[src/sbgtx_consts.svh]
`ifndef SBGTX_CONSTS_SVH
`define SBGTX_CONSTS_SVH

// ----------------------------------------------------------------------------
// Register indices; the byte address is four times the index.
// ----------------------------------------------------------------------------
`define SBGTX_IDX_FRAC_CTRL 10'h004
`define SBGTX_IDX_FRAC_ACCUM 10'h006
`define SBGTX_IDX_BAUD_CTRL 10'h01c
`define SBGTX_IDX_BAUD_OUTCFG 10'h01e
`define SBGTX_IDX_TX_CTRL 10'h020
`define SBGTX_IDX_SHIFT_CTRL 10'h021
`define SBGTX_IDX_PROTO_CTRL 10'h022
`define SBGTX_IDX_STATUS 10'h023
`define SBGTX_IDX_TXBUF_BASE 10'h040
`define SBGTX_TXBUF_LOCS 10'h020

// ----------------------------------------------------------------------------
// Field positions.
// ----------------------------------------------------------------------------
`define SBGTX_STEP_MSB 9
`define SBGTX_DM_LSB 14
`define SBGTX_CLOCK_SOURCE_SEL_LSB 0
`define SBGTX_MEASUREMENT_ENABLE_BIT 3
`define SBGTX_PRESCALE_HALF_ENABLE_BIT 4
`define SBGTX_QUANTA_INPUT_SEL_LSB 6
`define SBGTX_QUANTA_PREDIVIDER_LSB 8
`define SBGTX_QUANTA_DENOMINATOR_LSB 10
`define SBGTX_MASTER_CLOCK_OUT_LEVEL_BIT 13
`define SBGTX_SHIFT_CLOCK_OUT_CFG_LSB 14
`define SBGTX_WORD_LEN_CTRL_MODE_BIT 0
`define SBGTX_FRAME_LEN_CTRL_MODE_BIT 1
`define SBGTX_SELECT_OUT_CTRL_MODE_BIT 2
`define SBGTX_WORD_ADDR_CTRL_MODE_BIT 3
`define SBGTX_EOF_BIT 4
`define SBGTX_WA_BIT 5
`define SBGTX_FLE_LSB 8
`define SBGTX_CTR_LSB 16

// ----------------------------------------------------------------------------
// Reset and start values.
// ----------------------------------------------------------------------------
`define SBGTX_RST_16 16'h0000
`define SBGTX_ACCUM_START 10'h3ff
`define SBGTX_CNT_MAX 10'h3ff
`define SBGTX_RST_WLE 4'hf
`define SBGTX_RST_FLE 6'h0f
`define SBGTX_RESP_OKAY 2'b00
`define SBGTX_RESP_SLVERR 2'b10

`endif

[src/sbgtx_pkg.sv]
package sbgtx_pkg;
	typedef enum logic [1:0] {
		SBGTX_DM_OFF0 = 2'b00,
		SBGTX_DM_NORMAL = 2'b01,
		SBGTX_DM_FRAC = 2'b10,
		SBGTX_DM_OFF3 = 2'b11
	} sbgtx_dm_e;
	typedef enum logic [1:0] {
		SBGTX_TX_IDLE = 2'b01,
		SBGTX_TX_SHIFT = 2'b10
	} sbgtx_tx_e;
	typedef logic [9:0] sbgtx_cnt_t;
endpackage

[src/sbgtx_serial_baud_gen.sv]
// The AXI4-Lite interface to the registers was decided locally.
`timescale 1ns/100ps
`default_nettype none
`include "sbgtx_consts.svh"
module sbgtx_serial_baud_gen (
	input wire logic aclk,
	input wire logic aresetn,
	input wire logic [11:0] s_axi_awaddr,
	input wire logic s_axi_awvalid,
	output logic s_axi_awready,
	input wire logic [31:0] s_axi_wdata,
	input wire logic [3:0] s_axi_wstrb,
	input wire logic s_axi_wvalid,
	output logic s_axi_wready,
	output logic [1:0] s_axi_bresp,
	output logic s_axi_bvalid,
	input wire logic s_axi_bready,
	input wire logic [11:0] s_axi_araddr,
	input wire logic s_axi_arvalid,
	output logic s_axi_arready,
	output logic [31:0] s_axi_rdata,
	output logic [1:0] s_axi_rresp,
	output logic s_axi_rvalid,
	input wire logic s_axi_rready,
	input wire logic input0_pin,
	input wire logic input1_pin,
	output logic master_clock_pin_out,
	output logic shift_clock_pin_out,
	output logic data_out,
	output logic tx_shift_event,
	output logic time_quantum,
	output logic quanta_window_done,
	output logic transfers_allowed
);
	import sbgtx_pkg::*;

	// ------------------------------------------------------------------------
	// Helpers.
	// ------------------------------------------------------------------------
	function automatic logic [31:0] merge(input logic [31:0] old, input logic [31:0] nw,
			input logic [3:0] strb);
		logic [31:0] r;
		r = old;
		for (int i = 0; i < 4; i++) begin
			if (strb[i]) begin
				r[i*8 +: 8] = nw[i*8 +: 8];
			end
		end
		return r;
	endfunction

	function automatic logic is_txbuf(input logic [9:0] idx);
		return (idx >= `SBGTX_IDX_TXBUF_BASE) &&
			(idx < (`SBGTX_IDX_TXBUF_BASE + `SBGTX_TXBUF_LOCS));
	endfunction

	// ------------------------------------------------------------------------
	// Register storage.
	// ------------------------------------------------------------------------
	logic [9:0] step_ff;
	logic [1:0] dm_ff;
	logic [9:0] accum_ff;
	logic [1:0] accum_rsv_ff;
	logic [15:0] baud_ctrl_ff;
	logic [9:0] divider_factor_ff;
	logic master_clock_out_level_ff;
	logic [1:0] shift_clock_out_cfg_ff;
	logic [5:0] tx_ctrl_ff;
	logic [3:0] word_length_field_ff;
	logic [5:0] frame_length_field_ff;
	logic [7:0] protocol_ctrl_bits_ff;
	logic [15:0] tx_buffer_ff;
	logic tx_buffer_valid_ff;

	// ------------------------------------------------------------------------
	// Bus slave.
	// ------------------------------------------------------------------------
	logic aw_held_ff;
	logic w_held_ff;
	logic [9:0] aw_idx_ff;
	logic [31:0] wdata_ff;
	logic [3:0] wstrb_ff;
	logic bvalid_ff;
	logic [1:0] bresp_ff;
	logic rvalid_ff;
	logic [31:0] rdata_ff;
	logic [1:0] rresp_ff;
	logic wr_fire;
	logic [31:0] rd_word;
	logic rd_hit;

	assign s_axi_awready = !aw_held_ff && !bvalid_ff;
	assign s_axi_wready = !w_held_ff && !bvalid_ff;
	assign s_axi_bvalid = bvalid_ff;
	assign s_axi_bresp = bresp_ff;
	assign s_axi_arready = !rvalid_ff;
	assign s_axi_rvalid = rvalid_ff;
	assign s_axi_rdata = rdata_ff;
	assign s_axi_rresp = rresp_ff;
	assign wr_fire = aw_held_ff && w_held_ff && !bvalid_ff;

	always_ff @(posedge aclk) begin
		if (!aresetn) begin
			aw_held_ff <= 1'b0;
			aw_idx_ff <= 10'h000;
		end else if (s_axi_awvalid && s_axi_awready) begin
			aw_held_ff <= 1'b1;
			aw_idx_ff <= s_axi_awaddr[11:2];
		end else if (wr_fire) begin
			aw_held_ff <= 1'b0;
		end
	end

	always_ff @(posedge aclk) begin
		if (!aresetn) begin
			w_held_ff <= 1'b0;
			wdata_ff <= 32'h0000_0000;
			wstrb_ff <= 4'h0;
		end else if (s_axi_wvalid && s_axi_wready) begin
			w_held_ff <= 1'b1;
			wdata_ff <= s_axi_wdata;
			wstrb_ff <= s_axi_wstrb;
		end else if (wr_fire) begin
			w_held_ff <= 1'b0;
		end
	end

	always_ff @(posedge aclk) begin
		if (!aresetn) begin
			bvalid_ff <= 1'b0;
			bresp_ff <= `SBGTX_RESP_OKAY;
		end else if (wr_fire) begin
			bvalid_ff <= 1'b1;
			bresp_ff <= (aw_idx_ff <= `SBGTX_IDX_PROTO_CTRL && aw_idx_ff >= `SBGTX_IDX_FRAC_CTRL &&
				(aw_idx_ff == `SBGTX_IDX_FRAC_CTRL || aw_idx_ff == `SBGTX_IDX_FRAC_ACCUM ||
				aw_idx_ff == `SBGTX_IDX_BAUD_CTRL || aw_idx_ff == `SBGTX_IDX_BAUD_OUTCFG ||
				aw_idx_ff >= `SBGTX_IDX_TX_CTRL)) || is_txbuf(aw_idx_ff) ?
				`SBGTX_RESP_OKAY : `SBGTX_RESP_SLVERR;
		end else if (s_axi_bready) begin
			bvalid_ff <= 1'b0;
		end
	end

	logic [9:0] meas_cnt_ff;
	sbgtx_tx_e tx_state_ff;

	always_comb begin
		rd_hit = 1'b1;
		rd_word = 32'h0000_0000;
		case (s_axi_araddr[11:2])
			`SBGTX_IDX_FRAC_CTRL: rd_word[15:0] = {dm_ff, 4'h0, step_ff};
			`SBGTX_IDX_FRAC_ACCUM: rd_word[15:0] = {accum_rsv_ff, 4'h0, accum_ff};
			`SBGTX_IDX_BAUD_CTRL: rd_word[15:0] = baud_ctrl_ff;
			`SBGTX_IDX_BAUD_OUTCFG: rd_word[15:0] = {shift_clock_out_cfg_ff,
				master_clock_out_level_ff, 3'h0, divider_factor_ff};
			`SBGTX_IDX_TX_CTRL: rd_word[5:0] = tx_ctrl_ff;
			`SBGTX_IDX_SHIFT_CTRL: rd_word[13:0] = {frame_length_field_ff, 4'h0,
				word_length_field_ff};
			`SBGTX_IDX_PROTO_CTRL: rd_word[23:16] = protocol_ctrl_bits_ff;
			`SBGTX_IDX_STATUS: rd_word = {6'h00, meas_cnt_ff, 14'h0000,
				tx_state_ff == SBGTX_TX_SHIFT, tx_buffer_valid_ff};
			default: rd_hit = is_txbuf(s_axi_araddr[11:2]);
		endcase
	end

	always_ff @(posedge aclk) begin
		if (!aresetn) begin
			rvalid_ff <= 1'b0;
			rdata_ff <= 32'h0000_0000;
			rresp_ff <= `SBGTX_RESP_OKAY;
		end else if (s_axi_arvalid && s_axi_arready) begin
			rvalid_ff <= 1'b1;
			rdata_ff <= rd_word;
			rresp_ff <= rd_hit ? `SBGTX_RESP_OKAY : `SBGTX_RESP_SLVERR;
		end else if (s_axi_rready) begin
			rvalid_ff <= 1'b0;
		end
	end

	logic [31:0] wmerged;
	logic [4:0] tx_control_info;
	logic txbuf_wr;
	assign wmerged = merge(32'h0000_0000, wdata_ff, wstrb_ff);
	assign txbuf_wr = wr_fire && is_txbuf(aw_idx_ff);
	assign tx_control_info = aw_idx_ff[4:0];

	// ------------------------------------------------------------------------
	// Fractional divider.
	// ------------------------------------------------------------------------
	logic frac_div_pulse;
	logic [10:0] accum_sum;
	logic dm_start;
	assign accum_sum = {1'b0, accum_ff} + {1'b0, step_ff};
	assign dm_start = wr_fire && aw_idx_ff == `SBGTX_IDX_FRAC_CTRL && wstrb_ff[1] &&
		(wdata_ff[15:14] == SBGTX_DM_NORMAL || wdata_ff[15:14] == SBGTX_DM_FRAC);

	always_ff @(posedge aclk) begin
		if (!aresetn) begin
			step_ff <= 10'h000;
			dm_ff <= SBGTX_DM_OFF0;
		end else if (wr_fire && aw_idx_ff == `SBGTX_IDX_FRAC_CTRL) begin
			step_ff <= {wstrb_ff[1] ? wdata_ff[9:8] : step_ff[9:8],
				wstrb_ff[0] ? wdata_ff[7:0] : step_ff[7:0]};
			if (wstrb_ff[1]) begin
				dm_ff <= wdata_ff[`SBGTX_DM_LSB +: 2];
			end
		end
	end

	always_ff @(posedge aclk) begin
		if (!aresetn) begin
			accum_rsv_ff <= 2'b00;
		end else if (wr_fire && aw_idx_ff == `SBGTX_IDX_FRAC_ACCUM && wstrb_ff[1]) begin
			accum_rsv_ff <= wdata_ff[15:14];
		end
	end

	always_ff @(posedge aclk) begin
		if (!aresetn) begin
			accum_ff <= 10'h000;
			frac_div_pulse <= 1'b0;
		end else if (dm_start) begin
			accum_ff <= `SBGTX_ACCUM_START;
			frac_div_pulse <= 1'b0;
		end else begin
			case (dm_ff)
				SBGTX_DM_NORMAL: begin
					if (accum_ff == `SBGTX_CNT_MAX) begin
						accum_ff <= step_ff;
					end else begin
						accum_ff <= accum_ff + 10'h001;
					end
					frac_div_pulse <= accum_ff == `SBGTX_CNT_MAX;
				end
				SBGTX_DM_FRAC: begin
					accum_ff <= accum_sum[9:0];
					frac_div_pulse <= accum_sum[10];
				end
				default: frac_div_pulse <= 1'b0;
			endcase
		end
	end

	// ------------------------------------------------------------------------
	// Input synchronisers and triggers.
	// ------------------------------------------------------------------------
	logic [1:0] in0_sync_ff;
	logic [1:0] in1_sync_ff;
	logic in0_prev_ff;
	logic in1_prev_ff;
	logic input0_trigger;
	logic input1_trigger;
	logic input1_synced;

	always_ff @(posedge aclk) begin
		if (!aresetn) begin
			in0_sync_ff <= 2'b00;
			in1_sync_ff <= 2'b00;
			in0_prev_ff <= 1'b0;
			in1_prev_ff <= 1'b0;
		end else begin
			in0_sync_ff <= {in0_sync_ff[0], input0_pin};
			in1_sync_ff <= {in1_sync_ff[0], input1_pin};
			in0_prev_ff <= in0_sync_ff[1];
			in1_prev_ff <= in1_sync_ff[1];
		end
	end
	assign input1_synced = in1_sync_ff[1];
	assign input0_trigger = in0_sync_ff[1] && !in0_prev_ff;
	assign input1_trigger = input1_synced && !in1_prev_ff;

	// ------------------------------------------------------------------------
	// Pin, master clock and pre-processor enables.
	// ------------------------------------------------------------------------
	logic [1:0] clock_source_sel;
	logic measurement_enable;
	logic prescale_half_enable;
	logic [1:0] quanta_input_sel;
	logic [1:0] quanta_predivider;
	logic [4:0] quanta_denominator;
	logic pin_pulse;
	logic mclk_toggle_ff;
	logic master_level;
	logic mclk_pulse;
	logic preproc_pulse;
	assign clock_source_sel = baud_ctrl_ff[`SBGTX_CLOCK_SOURCE_SEL_LSB +: 2];
	assign measurement_enable = baud_ctrl_ff[`SBGTX_MEASUREMENT_ENABLE_BIT];
	assign prescale_half_enable = baud_ctrl_ff[`SBGTX_PRESCALE_HALF_ENABLE_BIT];
	assign quanta_input_sel = baud_ctrl_ff[`SBGTX_QUANTA_INPUT_SEL_LSB +: 2];
	assign quanta_predivider = baud_ctrl_ff[`SBGTX_QUANTA_PREDIVIDER_LSB +: 2];
	assign quanta_denominator = baud_ctrl_ff[`SBGTX_QUANTA_DENOMINATOR_LSB +: 5];

	logic [31:0] baud_merged;
	assign baud_merged = merge({16'h0000, baud_ctrl_ff}, wdata_ff, wstrb_ff);

	always_ff @(posedge aclk) begin
		if (!aresetn) begin
			baud_ctrl_ff <= `SBGTX_RST_16;
		end else if (wr_fire && aw_idx_ff == `SBGTX_IDX_BAUD_CTRL) begin
			baud_ctrl_ff <= baud_merged[15:0] & 16'h7fdb;
		end
	end

	always_comb begin
		case (clock_source_sel)
			2'b00: pin_pulse = frac_div_pulse;
			2'b10: pin_pulse = input1_trigger;
			2'b11: pin_pulse = input1_trigger;
			default: pin_pulse = 1'b0;
		endcase
	end

	always_ff @(posedge aclk) begin
		if (!aresetn) begin
			mclk_toggle_ff <= 1'b0;
		end else if (pin_pulse) begin
			mclk_toggle_ff <= !mclk_toggle_ff;
		end
	end
	assign master_level = (clock_source_sel == 2'b11) ? input1_synced : mclk_toggle_ff;
	assign mclk_pulse = pin_pulse && (clock_source_sel == 2'b11 || !mclk_toggle_ff);
	assign preproc_pulse = prescale_half_enable ? mclk_pulse : pin_pulse;

	// ------------------------------------------------------------------------
	// Protocol divider and capture counter.
	// ------------------------------------------------------------------------
	logic div_pulse;
	logic meas_trigger;
	logic sclk_ff;
	logic sclk_dly_ff;
	assign meas_trigger = measurement_enable && (input0_trigger || input1_trigger);
	assign transfers_allowed = !measurement_enable;

	always_ff @(posedge aclk) begin
		if (!aresetn) begin
			meas_cnt_ff <= 10'h000;
			div_pulse <= 1'b0;
			tx_shift_event <= 1'b0;
		end else begin
			div_pulse <= 1'b0;
			tx_shift_event <= meas_trigger;
			if (meas_trigger) begin
				meas_cnt_ff <= 10'h000;
			end else if (preproc_pulse) begin
				if (measurement_enable) begin
					if (meas_cnt_ff != `SBGTX_CNT_MAX) begin
						meas_cnt_ff <= meas_cnt_ff + 10'h001;
					end
				end else if (meas_cnt_ff >= divider_factor_ff) begin
					meas_cnt_ff <= 10'h000;
					div_pulse <= 1'b1;
				end else begin
					meas_cnt_ff <= meas_cnt_ff + 10'h001;
				end
			end
		end
	end

	always_ff @(posedge aclk) begin
		if (!aresetn) begin
			divider_factor_ff <= 10'h000;
			master_clock_out_level_ff <= 1'b0;
			shift_clock_out_cfg_ff <= 2'b00;
		end else begin
			if (wr_fire && aw_idx_ff == `SBGTX_IDX_BAUD_OUTCFG) begin
				divider_factor_ff <= {wstrb_ff[1] ? wdata_ff[9:8] : divider_factor_ff[9:8],
					wstrb_ff[0] ? wdata_ff[7:0] : divider_factor_ff[7:0]};
				if (wstrb_ff[1]) begin
					master_clock_out_level_ff <= wdata_ff[`SBGTX_MASTER_CLOCK_OUT_LEVEL_BIT];
					shift_clock_out_cfg_ff <= wdata_ff[`SBGTX_SHIFT_CLOCK_OUT_CFG_LSB +: 2];
				end
			end
			if (meas_trigger) begin
				divider_factor_ff <= meas_cnt_ff;
			end
		end
	end

	always_ff @(posedge aclk) begin
		if (!aresetn) begin
			sclk_ff <= 1'b0;
			sclk_dly_ff <= 1'b0;
		end else if (div_pulse) begin
			sclk_ff <= !sclk_ff;
			sclk_dly_ff <= sclk_ff;
		end
	end

	// ------------------------------------------------------------------------
	// Time quanta.
	// ------------------------------------------------------------------------
	logic quanta_in_pulse;
	logic [1:0] qpre_cnt_ff;
	logic [4:0] qden_cnt_ff;
	always_comb begin
		case (quanta_input_sel)
			2'b00: quanta_in_pulse = div_pulse;
			2'b01: quanta_in_pulse = preproc_pulse;
			2'b10: quanta_in_pulse = div_pulse && sclk_ff;
			default: quanta_in_pulse = mclk_pulse;
		endcase
	end

	always_ff @(posedge aclk) begin
		if (!aresetn) begin
			qpre_cnt_ff <= 2'b00;
			qden_cnt_ff <= 5'h00;
			time_quantum <= 1'b0;
			quanta_window_done <= 1'b0;
		end else begin
			time_quantum <= 1'b0;
			quanta_window_done <= 1'b0;
			if (quanta_in_pulse) begin
				if (qpre_cnt_ff >= quanta_predivider) begin
					qpre_cnt_ff <= 2'b00;
					time_quantum <= 1'b1;
					if (qden_cnt_ff >= quanta_denominator) begin
						qden_cnt_ff <= 5'h00;
						quanta_window_done <= 1'b1;
					end else begin
						qden_cnt_ff <= qden_cnt_ff + 5'h01;
					end
				end else begin
					qpre_cnt_ff <= qpre_cnt_ff + 2'b01;
				end
			end
		end
	end

	// ------------------------------------------------------------------------
	// Clock outputs: level sampled at each phase change, so no short pulses.
	// ------------------------------------------------------------------------
	logic master_prev_ff;
	logic sclk_phase;
	logic sclk_phase_prev_ff;
	assign sclk_phase = shift_clock_out_cfg_ff[1] ? sclk_dly_ff : sclk_ff;

	always_ff @(posedge aclk) begin
		if (!aresetn) begin
			master_prev_ff <= 1'b0;
			sclk_phase_prev_ff <= 1'b0;
			master_clock_pin_out <= 1'b0;
			shift_clock_pin_out <= 1'b0;
		end else begin
			master_prev_ff <= master_level;
			sclk_phase_prev_ff <= sclk_phase;
			if (master_level != master_prev_ff) begin
				master_clock_pin_out <= master_level ^ master_clock_out_level_ff;
			end
			if (sclk_phase != sclk_phase_prev_ff) begin
				shift_clock_pin_out <= sclk_phase ^ shift_clock_out_cfg_ff[0];
			end
		end
	end

	// ------------------------------------------------------------------------
	// Transmit buffer, control information and shift register.
	// ------------------------------------------------------------------------
	logic [15:0] tx_shift_reg_ff;
	logic [3:0] bits_left_ff;
	logic shift_edge;
	logic tx_load;
	logic [31:0] txbuf_merged;
	assign txbuf_merged = merge({16'h0000, tx_buffer_ff}, wdata_ff, wstrb_ff);
	assign shift_edge = div_pulse && sclk_ff;
	assign tx_load = shift_edge && bits_left_ff == 4'h0 && tx_buffer_valid_ff && transfers_allowed;

	always_ff @(posedge aclk) begin
		if (!aresetn) begin
			tx_buffer_ff <= 16'h0000;
			tx_buffer_valid_ff <= 1'b0;
		end else if (txbuf_wr) begin
			tx_buffer_ff <= txbuf_merged[15:0];
			tx_buffer_valid_ff <= 1'b1;
		end else if (tx_load) begin
			tx_buffer_valid_ff <= 1'b0;
		end
	end

	always_ff @(posedge aclk) begin
		if (!aresetn) begin
			tx_ctrl_ff <= 6'h00;
			word_length_field_ff <= `SBGTX_RST_WLE;
			frame_length_field_ff <= `SBGTX_RST_FLE;
			protocol_ctrl_bits_ff <= 8'h00;
		end else if (txbuf_wr) begin
			if (tx_ctrl_ff[`SBGTX_WORD_LEN_CTRL_MODE_BIT]) begin
				word_length_field_ff <= tx_control_info[3:0];
				tx_ctrl_ff[`SBGTX_EOF_BIT] <= tx_control_info[4];
			end
			if (tx_ctrl_ff[`SBGTX_FRAME_LEN_CTRL_MODE_BIT]) begin
				frame_length_field_ff <= {1'b0, tx_control_info};
			end
			if (tx_ctrl_ff[`SBGTX_SELECT_OUT_CTRL_MODE_BIT]) begin
				protocol_ctrl_bits_ff <= {3'b000, tx_control_info};
			end
			if (tx_ctrl_ff[`SBGTX_WORD_ADDR_CTRL_MODE_BIT]) begin
				tx_ctrl_ff[`SBGTX_WA_BIT] <= tx_control_info[4];
			end
		end else if (wr_fire) begin
			if (aw_idx_ff == `SBGTX_IDX_TX_CTRL && wstrb_ff[0]) begin
				tx_ctrl_ff <= wmerged[5:0];
			end
			if (aw_idx_ff == `SBGTX_IDX_SHIFT_CTRL && wstrb_ff[0]) begin
				word_length_field_ff <= wmerged[3:0];
			end
			if (aw_idx_ff == `SBGTX_IDX_SHIFT_CTRL && wstrb_ff[1]) begin
				frame_length_field_ff <= wmerged[`SBGTX_FLE_LSB +: 6];
			end
			if (aw_idx_ff == `SBGTX_IDX_PROTO_CTRL && wstrb_ff[2]) begin
				protocol_ctrl_bits_ff <= wmerged[`SBGTX_CTR_LSB +: 8];
			end
		end
	end

	always_ff @(posedge aclk) begin
		if (!aresetn) begin
			tx_state_ff <= SBGTX_TX_IDLE;
			tx_shift_reg_ff <= 16'h0000;
			bits_left_ff <= 4'h0;
			data_out <= 1'b0;
		end else begin
			case (tx_state_ff)
				SBGTX_TX_IDLE: begin
					if (tx_load) begin
						tx_shift_reg_ff <= {1'b0, tx_buffer_ff[15:1]};
						data_out <= tx_buffer_ff[0];
						bits_left_ff <= word_length_field_ff;
						tx_state_ff <= (word_length_field_ff == 4'h0) ? SBGTX_TX_IDLE :
							SBGTX_TX_SHIFT;
					end
				end
				SBGTX_TX_SHIFT: begin
					if (shift_edge) begin
						data_out <= tx_shift_reg_ff[0];
						tx_shift_reg_ff <= {1'b0, tx_shift_reg_ff[15:1]};
						bits_left_ff <= bits_left_ff - 4'h1;
						if (bits_left_ff == 4'h1) begin
							tx_state_ff <= SBGTX_TX_IDLE;
						end
					end
				end
				default: tx_state_ff <= SBGTX_TX_IDLE;
			endcase
		end
	end
endmodule
`default_nettype wire

[config.mk]
export PLATFORM = sky130hd
export DESIGN_NAME = sbgtx_serial_baud_gen
export DESIGN_NICKNAME = d
export VERILOG_FILES = /design/src/sbgtx_pkg.sv /design/src/sbgtx_serial_baud_gen.sv
export VERILOG_INCLUDE_DIRS = /design/src
export SDC_FILE = /design/constraint.sdc
export NUM_CORES = 1
export LEC_CHECK = 0
export BUFFER_PORTS_ARGS = -buffer_cell sky130_fd_sc_hd__buf_2
export CAP_MARGIN = 20
export CORE_ASPECT_RATIO = 0.5
export CORE_MARGIN = 1
export CORE_UTILIZATION = 40
export CTS_BUF_LIST = sky130_fd_sc_hd__clkbuf_4
export DETAILED_ROUTE_END_ITERATION = 16
export PLACE_DENSITY = 0.65
export SLEW_MARGIN = 25
export SYNTH_ARGS = -nofsm -noshare
export SYNTH_HDL_FRONTEND = slang
export SYNTH_SLANG_ARGS = --single-unit
[constraint.sdc]
create_clock -name aclk -period 4.3 [get_ports aclk]
set_input_delay 0.43 -clock aclk [delete_from_list [all_inputs] [get_ports aclk]]
set_output_delay 0.43 -clock aclk [all_outputs]
set_load 0.01 [all_outputs]
==> reports/results.tsv, run 1 <==
metric	value	unit
global-route wire length before repair	50500	um
share of layout cells above drive strength 1	0.139	
Top cell by count, worst path	nor2_1	
Hold Crit Class	input port to register	
DIE HEIGHT	117	um
initial antenna violation count	1	
Peak supply drop	0.145	mV
vias in the first global route	9378	
Async S/R FF share, synth	0	
die extent in x	231	um
CORE AREA	25500	um^2
Cell Chain, Critical Path	nor3b_1 > nand4_1 > nor2_1 > mux2i_1 > nor2_1	
routed vias	10200	
pwr/cell area	331	nW/um^2
Final Wtd Congestion	0.913	
FP Rows	41	
Internal	2970	uW
Slew @ Worst Pin	0.934	ns
skew final	0.0501	ns
vias per inst	5.69	
Fmax	360	MHz
status	finished clean	
IO Pins	117	
CTS Buffer Depth	3	
Crit Path Max Fanout	20	
pre-CTS WS	1.60	ns
Clock Power Share	0.409	
Syn Area/Cell	8.13	um^2
Tcrit/Tclk final	0.646	
All-Layer GR Usage	0.239	
number of CTS-inserted buffers	52	
Static Leak	0.00448	uW
total power	4040	uW
slowest CP cell	nor2_1	
Arr. time, crit path	3.33	ns
Seq/Total Area, Yosys	0.413	
Netlist cell types	75	
final wirelength	32300	um
drt wl/cell	18.0	um
mapped cell area	10500	um^2
Layout Cells excl Fill	1790	
number of DRC markers in iteration 0	971	
maxcap violations	0	
WHS	0.0520	ns
DP Wirelength	22400	um
drt pass-1 iters	10	
grt total ovfl	0	
largest cells by area after synthesis	dfxtp_1 41%, nand2_1 7.2%, a21oi_1 6.1%	
H-tree depth	2	
fin crit period	2.78	ns
dominant cell type by area after synthesis	dfxtp_1	
RSZ-0062 raised after global routing	no	
Psw	1080	uW
CTS root buf	clkbuf_4	
# placed instances	1656	
Net Sw Frac	0.266	
worst-skew pair later-pin latency	0.72	ns
EDFF count, synth	0	
max-slew violation count	0	
Crit Path Class	register to register	
ANT nets after route	0	
CP required	4.86	ns
Gate power share	0.068	
Die ar.	27000	um^2
DRC	0	
Fin. Hold Viols	0	
crit start category	register	
PortBufs	95	
Syn-to-layout area delta	16.1	%
Nets	1512	
Mapped Cells	1295	
worst setup margin	1.52	ns
synth warn	0	
Crit path largest cell delay	0.74	ns
clock slew at reported path FFs	0.07	ns
Initial Util	0.413	
Rel. slew slack	0.377	
endpoints failing setup	0	
# clock sinks	217	
CP endpoint kind	register	
proportion of netlist area held by the largest area contributor	0.413	
post-CTS sizing	0	
Reg power frac	0.523	
Synth Flop Type	dfxtp_1	
Yosys reg bits	217	
largest net degree at the start of global routing	87	
CTS tree	done	
final setup TNS	0	ns
[synth_stat cells, drive strengths merged, types with 14 or more instances]
library cell  count
nand2b           17
ha               35
a21oi           128
a311oi           23
mux2i            18
nand3            47
a211oi           32
buf              30
o21ai            75
inv              37
nor3             29
dfxtp           217
nand2           202
nor2b            14
nor2             91
a221oi           21
and2             17
a22oi            14
clkbuf           68
[state kept, by name (all words and copies together) (netlist names), 2 cells and up]
| register | cells |
|---|---|
| step_ff | 10 |
| shift_clock_out_cfg_ff | 2 |
| protocol_ctrl_bits_ff | 8 |
| aw_idx_ff | 10 |
| divider_factor_ff | 10 |
| dm_ff | 2 |
| wstrb_ff | 3 |
| word_length_field_ff | 4 |
| baud_ctrl_ff | 13 |
| in1_sync_ff | 2 |
| qden_cnt_ff | 5 |
| in0_sync_ff | 2 |
| frame_length_field_ff | 6 |
| qpre_cnt_ff | 2 |
| tx_shift_reg_ff | 15 |
| tx_buffer_ff | 16 |
| meas_cnt_ff | 10 |
| accum_rsv_ff | 2 |
| accum_ff | 10 |
| tx_ctrl_ff | 6 |
| wdata_ff | 24 |
| tx_state_ff | 2 |
| s_axi_rdata | 26 |
| bits_left_ff | 4 |
[metal layers]
| metal | GRT usage | up-vias | part of all wire |
|---|---|---|---|
| met5 | 0 | - | 0 |
| met4 | 0.0799 | 0 | 0.019 |
| met3 | 0.0520 | 53 | 0.078 |
| met2 | 0.362 | 376 | 0.42 |
| met1 | 0.334 | 4843 | 0.48 |
| li1 | - | 4911 | - |
[worst paths after layout]
check             slack, ns              end  cells after the start            start
hold reg to reg        0.45  s_axi_rdata[25]                      2  s_axi_rdata[25]
setup reg to reg       1.52  baud_ctrl_ff[8]                      5     aw_idx_ff[2]
hold / removal         0.05     s_axi_rvalid                      3    s_axi_arvalid
setup / recovery       1.52  baud_ctrl_ff[8]                      5     aw_idx_ff[2]
[kinds of logic after synthesis]
group,synth area share
xor+xnor,0.0133
buf+inv,0.0535
other cells,0.000356
compound gates,0.234
simple gates,0.223
flops,0.413
mux,0.0203
fa+ha+maj,0.0435
[area by class of cell]
| cell class | count | area, um^2 |
|---|---|---|
| flip-flops and latches | 217 | 4340 |
| clock buffers | 76 | 571 |
| diodes | 1 | 2.50 |
| inverters | 38 | 145 |
| repair buffers | 149 | 996 |
| multi-input cells | 949 | 5670 |
| well taps | 344 | 430 |
| fillers | 2513 | 13300 |
| clock inverters | 16 | 67.6 |
[metrics by stage]
stage / utilization / instance area, um^2
6_report: 0.479 / 12200
5_1_grt: 0.479 / 12200
4_1_cts: 0.479 / 12200
3_5_place_dp: 0.438 / 11200
3_3_place_gp: 0.438 / 11200
2_1_floorplan: - / 10600
[repair_timing]
item                                   4_1_cts  5_1_grt
hold buffers                                41        0
buffers inserted                             0        0
endpoints found under the hold margin       41        0
[power by group through the flow]
stage                     logic [uW]  clock network (uW)  registers, uW
final                            276                1650           2120
after global routing             303                1810           2120
after detailed placement         244                   0           2160
after floorplan                  162                   0           2130
after global placement           238                   0           2160
after CTS                        273                1680           2110
[critical path, delay by kind of cell, from the launching register on]
kind             cells  cell delay [ns]
AND/OR/NAND/NOR      4             1.82
flip-flops           1             0.56
multiplexers         1             0.25
[layout by cell type (no fill, tap or decap), types with 5 or more instances in the layout]
master	count
a211oi_1	32
a21oi_1	127
a221oi_1	21
a222oi_1	6
a22o_1	7
a22oi_1	14
a311oi_1	23
a31oi_1	11
a32o_1	6
and2_1	15
and3_1	13
buf_2	95
buf_4	12
clkbuf_4	76
clkinv_1	14
conb_1	8
dfxtp_1	217
dlygate4sd3_1	41
ha_1	35
inv_1	37
mux2i_1	18
nand2_1	202
nand2b_1	17
nand3_1	47
nand4_1	12
nor2_1	91
nor2b_1	13
nor3_1	28
nor3b_1	9
nor4_1	8
o21ai_0	71
o31a_1	5
or3_1	9
xnor2_1	13
Power figures use the tool's default switching activity.
==> run 2, diff against run 1 <==
--- a/config.mk
+++ b/config.mk
@@ -13,7 +13,7 @@
 export CORE_UTILIZATION = 40
 export CTS_BUF_LIST = sky130_fd_sc_hd__clkbuf_4
 export DETAILED_ROUTE_END_ITERATION = 16
-export PLACE_DENSITY = 0.65
+export PLACE_DENSITY = 0.67
 export SLEW_MARGIN = 25
 export SYNTH_ARGS = -nofsm -noshare
 export SYNTH_HDL_FRONTEND = slang
==> constraint.sdc (replaced) <==
create_clock -name aclk -period 2.5 [get_ports aclk]
set_input_delay 0.25 -clock aclk [delete_from_list [all_inputs] [get_ports aclk]]
set_output_delay 0.25 -clock aclk [all_outputs]
set_load 0.01 [all_outputs]
==> run 2 against run 1 <==
Clock-buffer cell count did not move. Final cell count rose by 2.6%. Sequential power rose by 71%. Critical endpoint is now accum_ff[8]. Maximum frequency rose by 21%. First-iteration DRC count rose by 27%. Worst setup slack got worse by 1.3 ns. Non-clock buffer count rose by 47.
==> reports/results.tsv, run 2 (synthesis results as in run 1) <==
metric	value	unit
status	finished clean	
most used routing layer	met2	
slowest CP cell	a2111o_1	
commonest non-fill, non-tap cell in the layout	dfxtp_1	
die extent in x	231	um
Hold Crit Class	input port to register	
met2 Use GR	0.368	
Arr. time, crit path	2.82	ns
drt wl/cell	18.0	um
CP endpoint kind	register	
pwr/cell area	571	nW/um^2
CP required	3.02	ns
Final Wtd Congestion	0.932	
FP Rows	41	
maxcap violations	0	
CTS tree	done	
Gate power share	0.073	
initial antenna violation count	1	
Peak supply drop	0.243	mV
Die ar.	27000	um^2
CORE AREA	25500	um^2
vias in the first global route	9697	
Tcrit/Tclk final	0.920	
Rel. slew slack	0.280	
endpoints failing setup	0	
Syn-to-layout area delta	20.1	%
number of DRC markers in iteration 0	1231	
H-tree depth	2	
IO Pins	117	
drt pass-1 iters	9	
Layout fillers	2425	
DRC	0	
WHS	0.100	ns
Initial Util	0.413	
number of CTS-inserted buffers	52	
routed vias	10400	
Critical path buffers and inverters	0	
Net Sw Frac	0.261	
routing usage on met1	0.340	
worst-skew pair later-pin latency	0.66	ns
Reg area	4340	um^2
final instance area	12600	um^2
Largest register FFs	26	
Reg power frac	0.501	
Psw	1880	uW
crit start category	register	
Fin. Hold Viols	0	
area of the multi-input gates	5680	um^2
Nets	1559	
global-route wire length before repair	51700	um
Internal	5340	uW
Crit Path Class	register to register	
share of layout cells above drive strength 1	0.168	
Fmax	435	MHz
final setup TNS	0	ns
skew final	0.0263	ns
dpl cell area	11500	um^2
Crit Path Max Fanout	3	
cell family with most CP delay	compound AO/OA/AOI/OAI gates	
vias per inst	5.64	
final wirelength	33000	um
# clock sinks	217	
largest net degree at the start of global routing	61	
GR Layer Usage met3	0.0540	
fin crit period	2.30	ns
RSZ-0062 raised after global routing	no	
Cell Chain, Critical Path	ha_1 > fa_2 > a211oi_2 > o21bai_1 > a2111o_1 > a2111oi_2 > nor4_1	
Static Leak	0.00476	uW
DIE HEIGHT	117	um
CTS Buffer Depth	3	
max-slew violation count	0	
most frequent cells in the layout	217 x dfxtp_1, 202 x nand2_1, 128 x a21oi_1	
Setup Buffers After CTS	0	
Slew @ Worst Pin	1.08	ns
Clock Power Share	0.426	
DP Wirelength	23600	um
CTS root buf	clkbuf_4	
grt total ovfl	0	
PortBufs	95	
Crit path largest cell delay	0.48	ns
ANT nets after route	0	
clock slew at reported path FFs	0.07	ns
All-Layer GR Usage	0.243	
run 2: cell types whose count changed in the layout (fill, tap and decap cells not counted), sizes merged:
cell,delta
dlygate4sd3,+1
buf,+46
inv,+1
clkinv,-1
clkinvlp,-2
bufinv,+2
run 2: power groups by stage:
stage	Clock [uW]	Combinational, uW	Sequential (uW)
floorplan	0	278	3660
global placement	0	458	3690
detailed placement	0	470	3690
CTS	3100	522	3610
global route	3310	578	3620
finish	3070	527	3620
run 2: worst reg2reg max path, cell delays in order (launching register included):
cell and delay, ns:
dfxtp_1 0.31, ha_1 0.22, fa_2 0.39, a211oi_2 0.23
o21bai_1 0.13, a2111o_1 0.48, a2111oi_2 0.31, nor4_1 0.08
run 2: area by class of cell:
cell class | instances | area share
flip-flops and latches | 217 | 0.343
well taps | 344 | 0.0340
clock inverters | 16 | 0.00900
diodes | 1 | 0.000198
repair buffers | 196 | 0.108
multi-input cells | 949 | 0.449
inverters | 38 | 0.0115
clock buffers | 76 | 0.0451
run 2: layer usage:
| layer | vias to the layer above | wire (um) |
|---|---|---|
| met1 | 4863 | 15400 |
| met2 | 417 | 13800 |
| met4 | 0 | 719 |
| li1 | 5016 | - |
| met3 | 65 | 3120 |
| met5 | - | 0 |
run 2: repair_timing:
item,4_1_cts,5_1_grt
setup endpoints to repair,0,1
hold buffers,42,0
hold endpoints to repair,41,0
resized for setup,0,4
run 2: final timing paths:
check	cells past startpoint	startpoint	slack (ns)	to
max	7	step_ff[0]	0.20	accum_ff[8]
min	4	s_axi_araddr[10]	0.10	s_axi_rdata[1]
max reg2reg	7	step_ff[0]	0.20	accum_ff[8]
min reg2reg	1	in0_sync_ff[0]	0.45	in0_sync_ff[1]
run 2: per-stage QoR:
stage	total power [uW]	setup slack (ns)	utilization	std cells
after floorplan	3940	0.199	-	1302
after global placement	4150	0.0208	0.452	1702
after detailed placement	4160	0.0758	0.452	1702
after CTS	7240	0.0584	0.495	1836
after global routing	7510	0.0483	0.496	1837
final	7220	0.199	0.496	1837
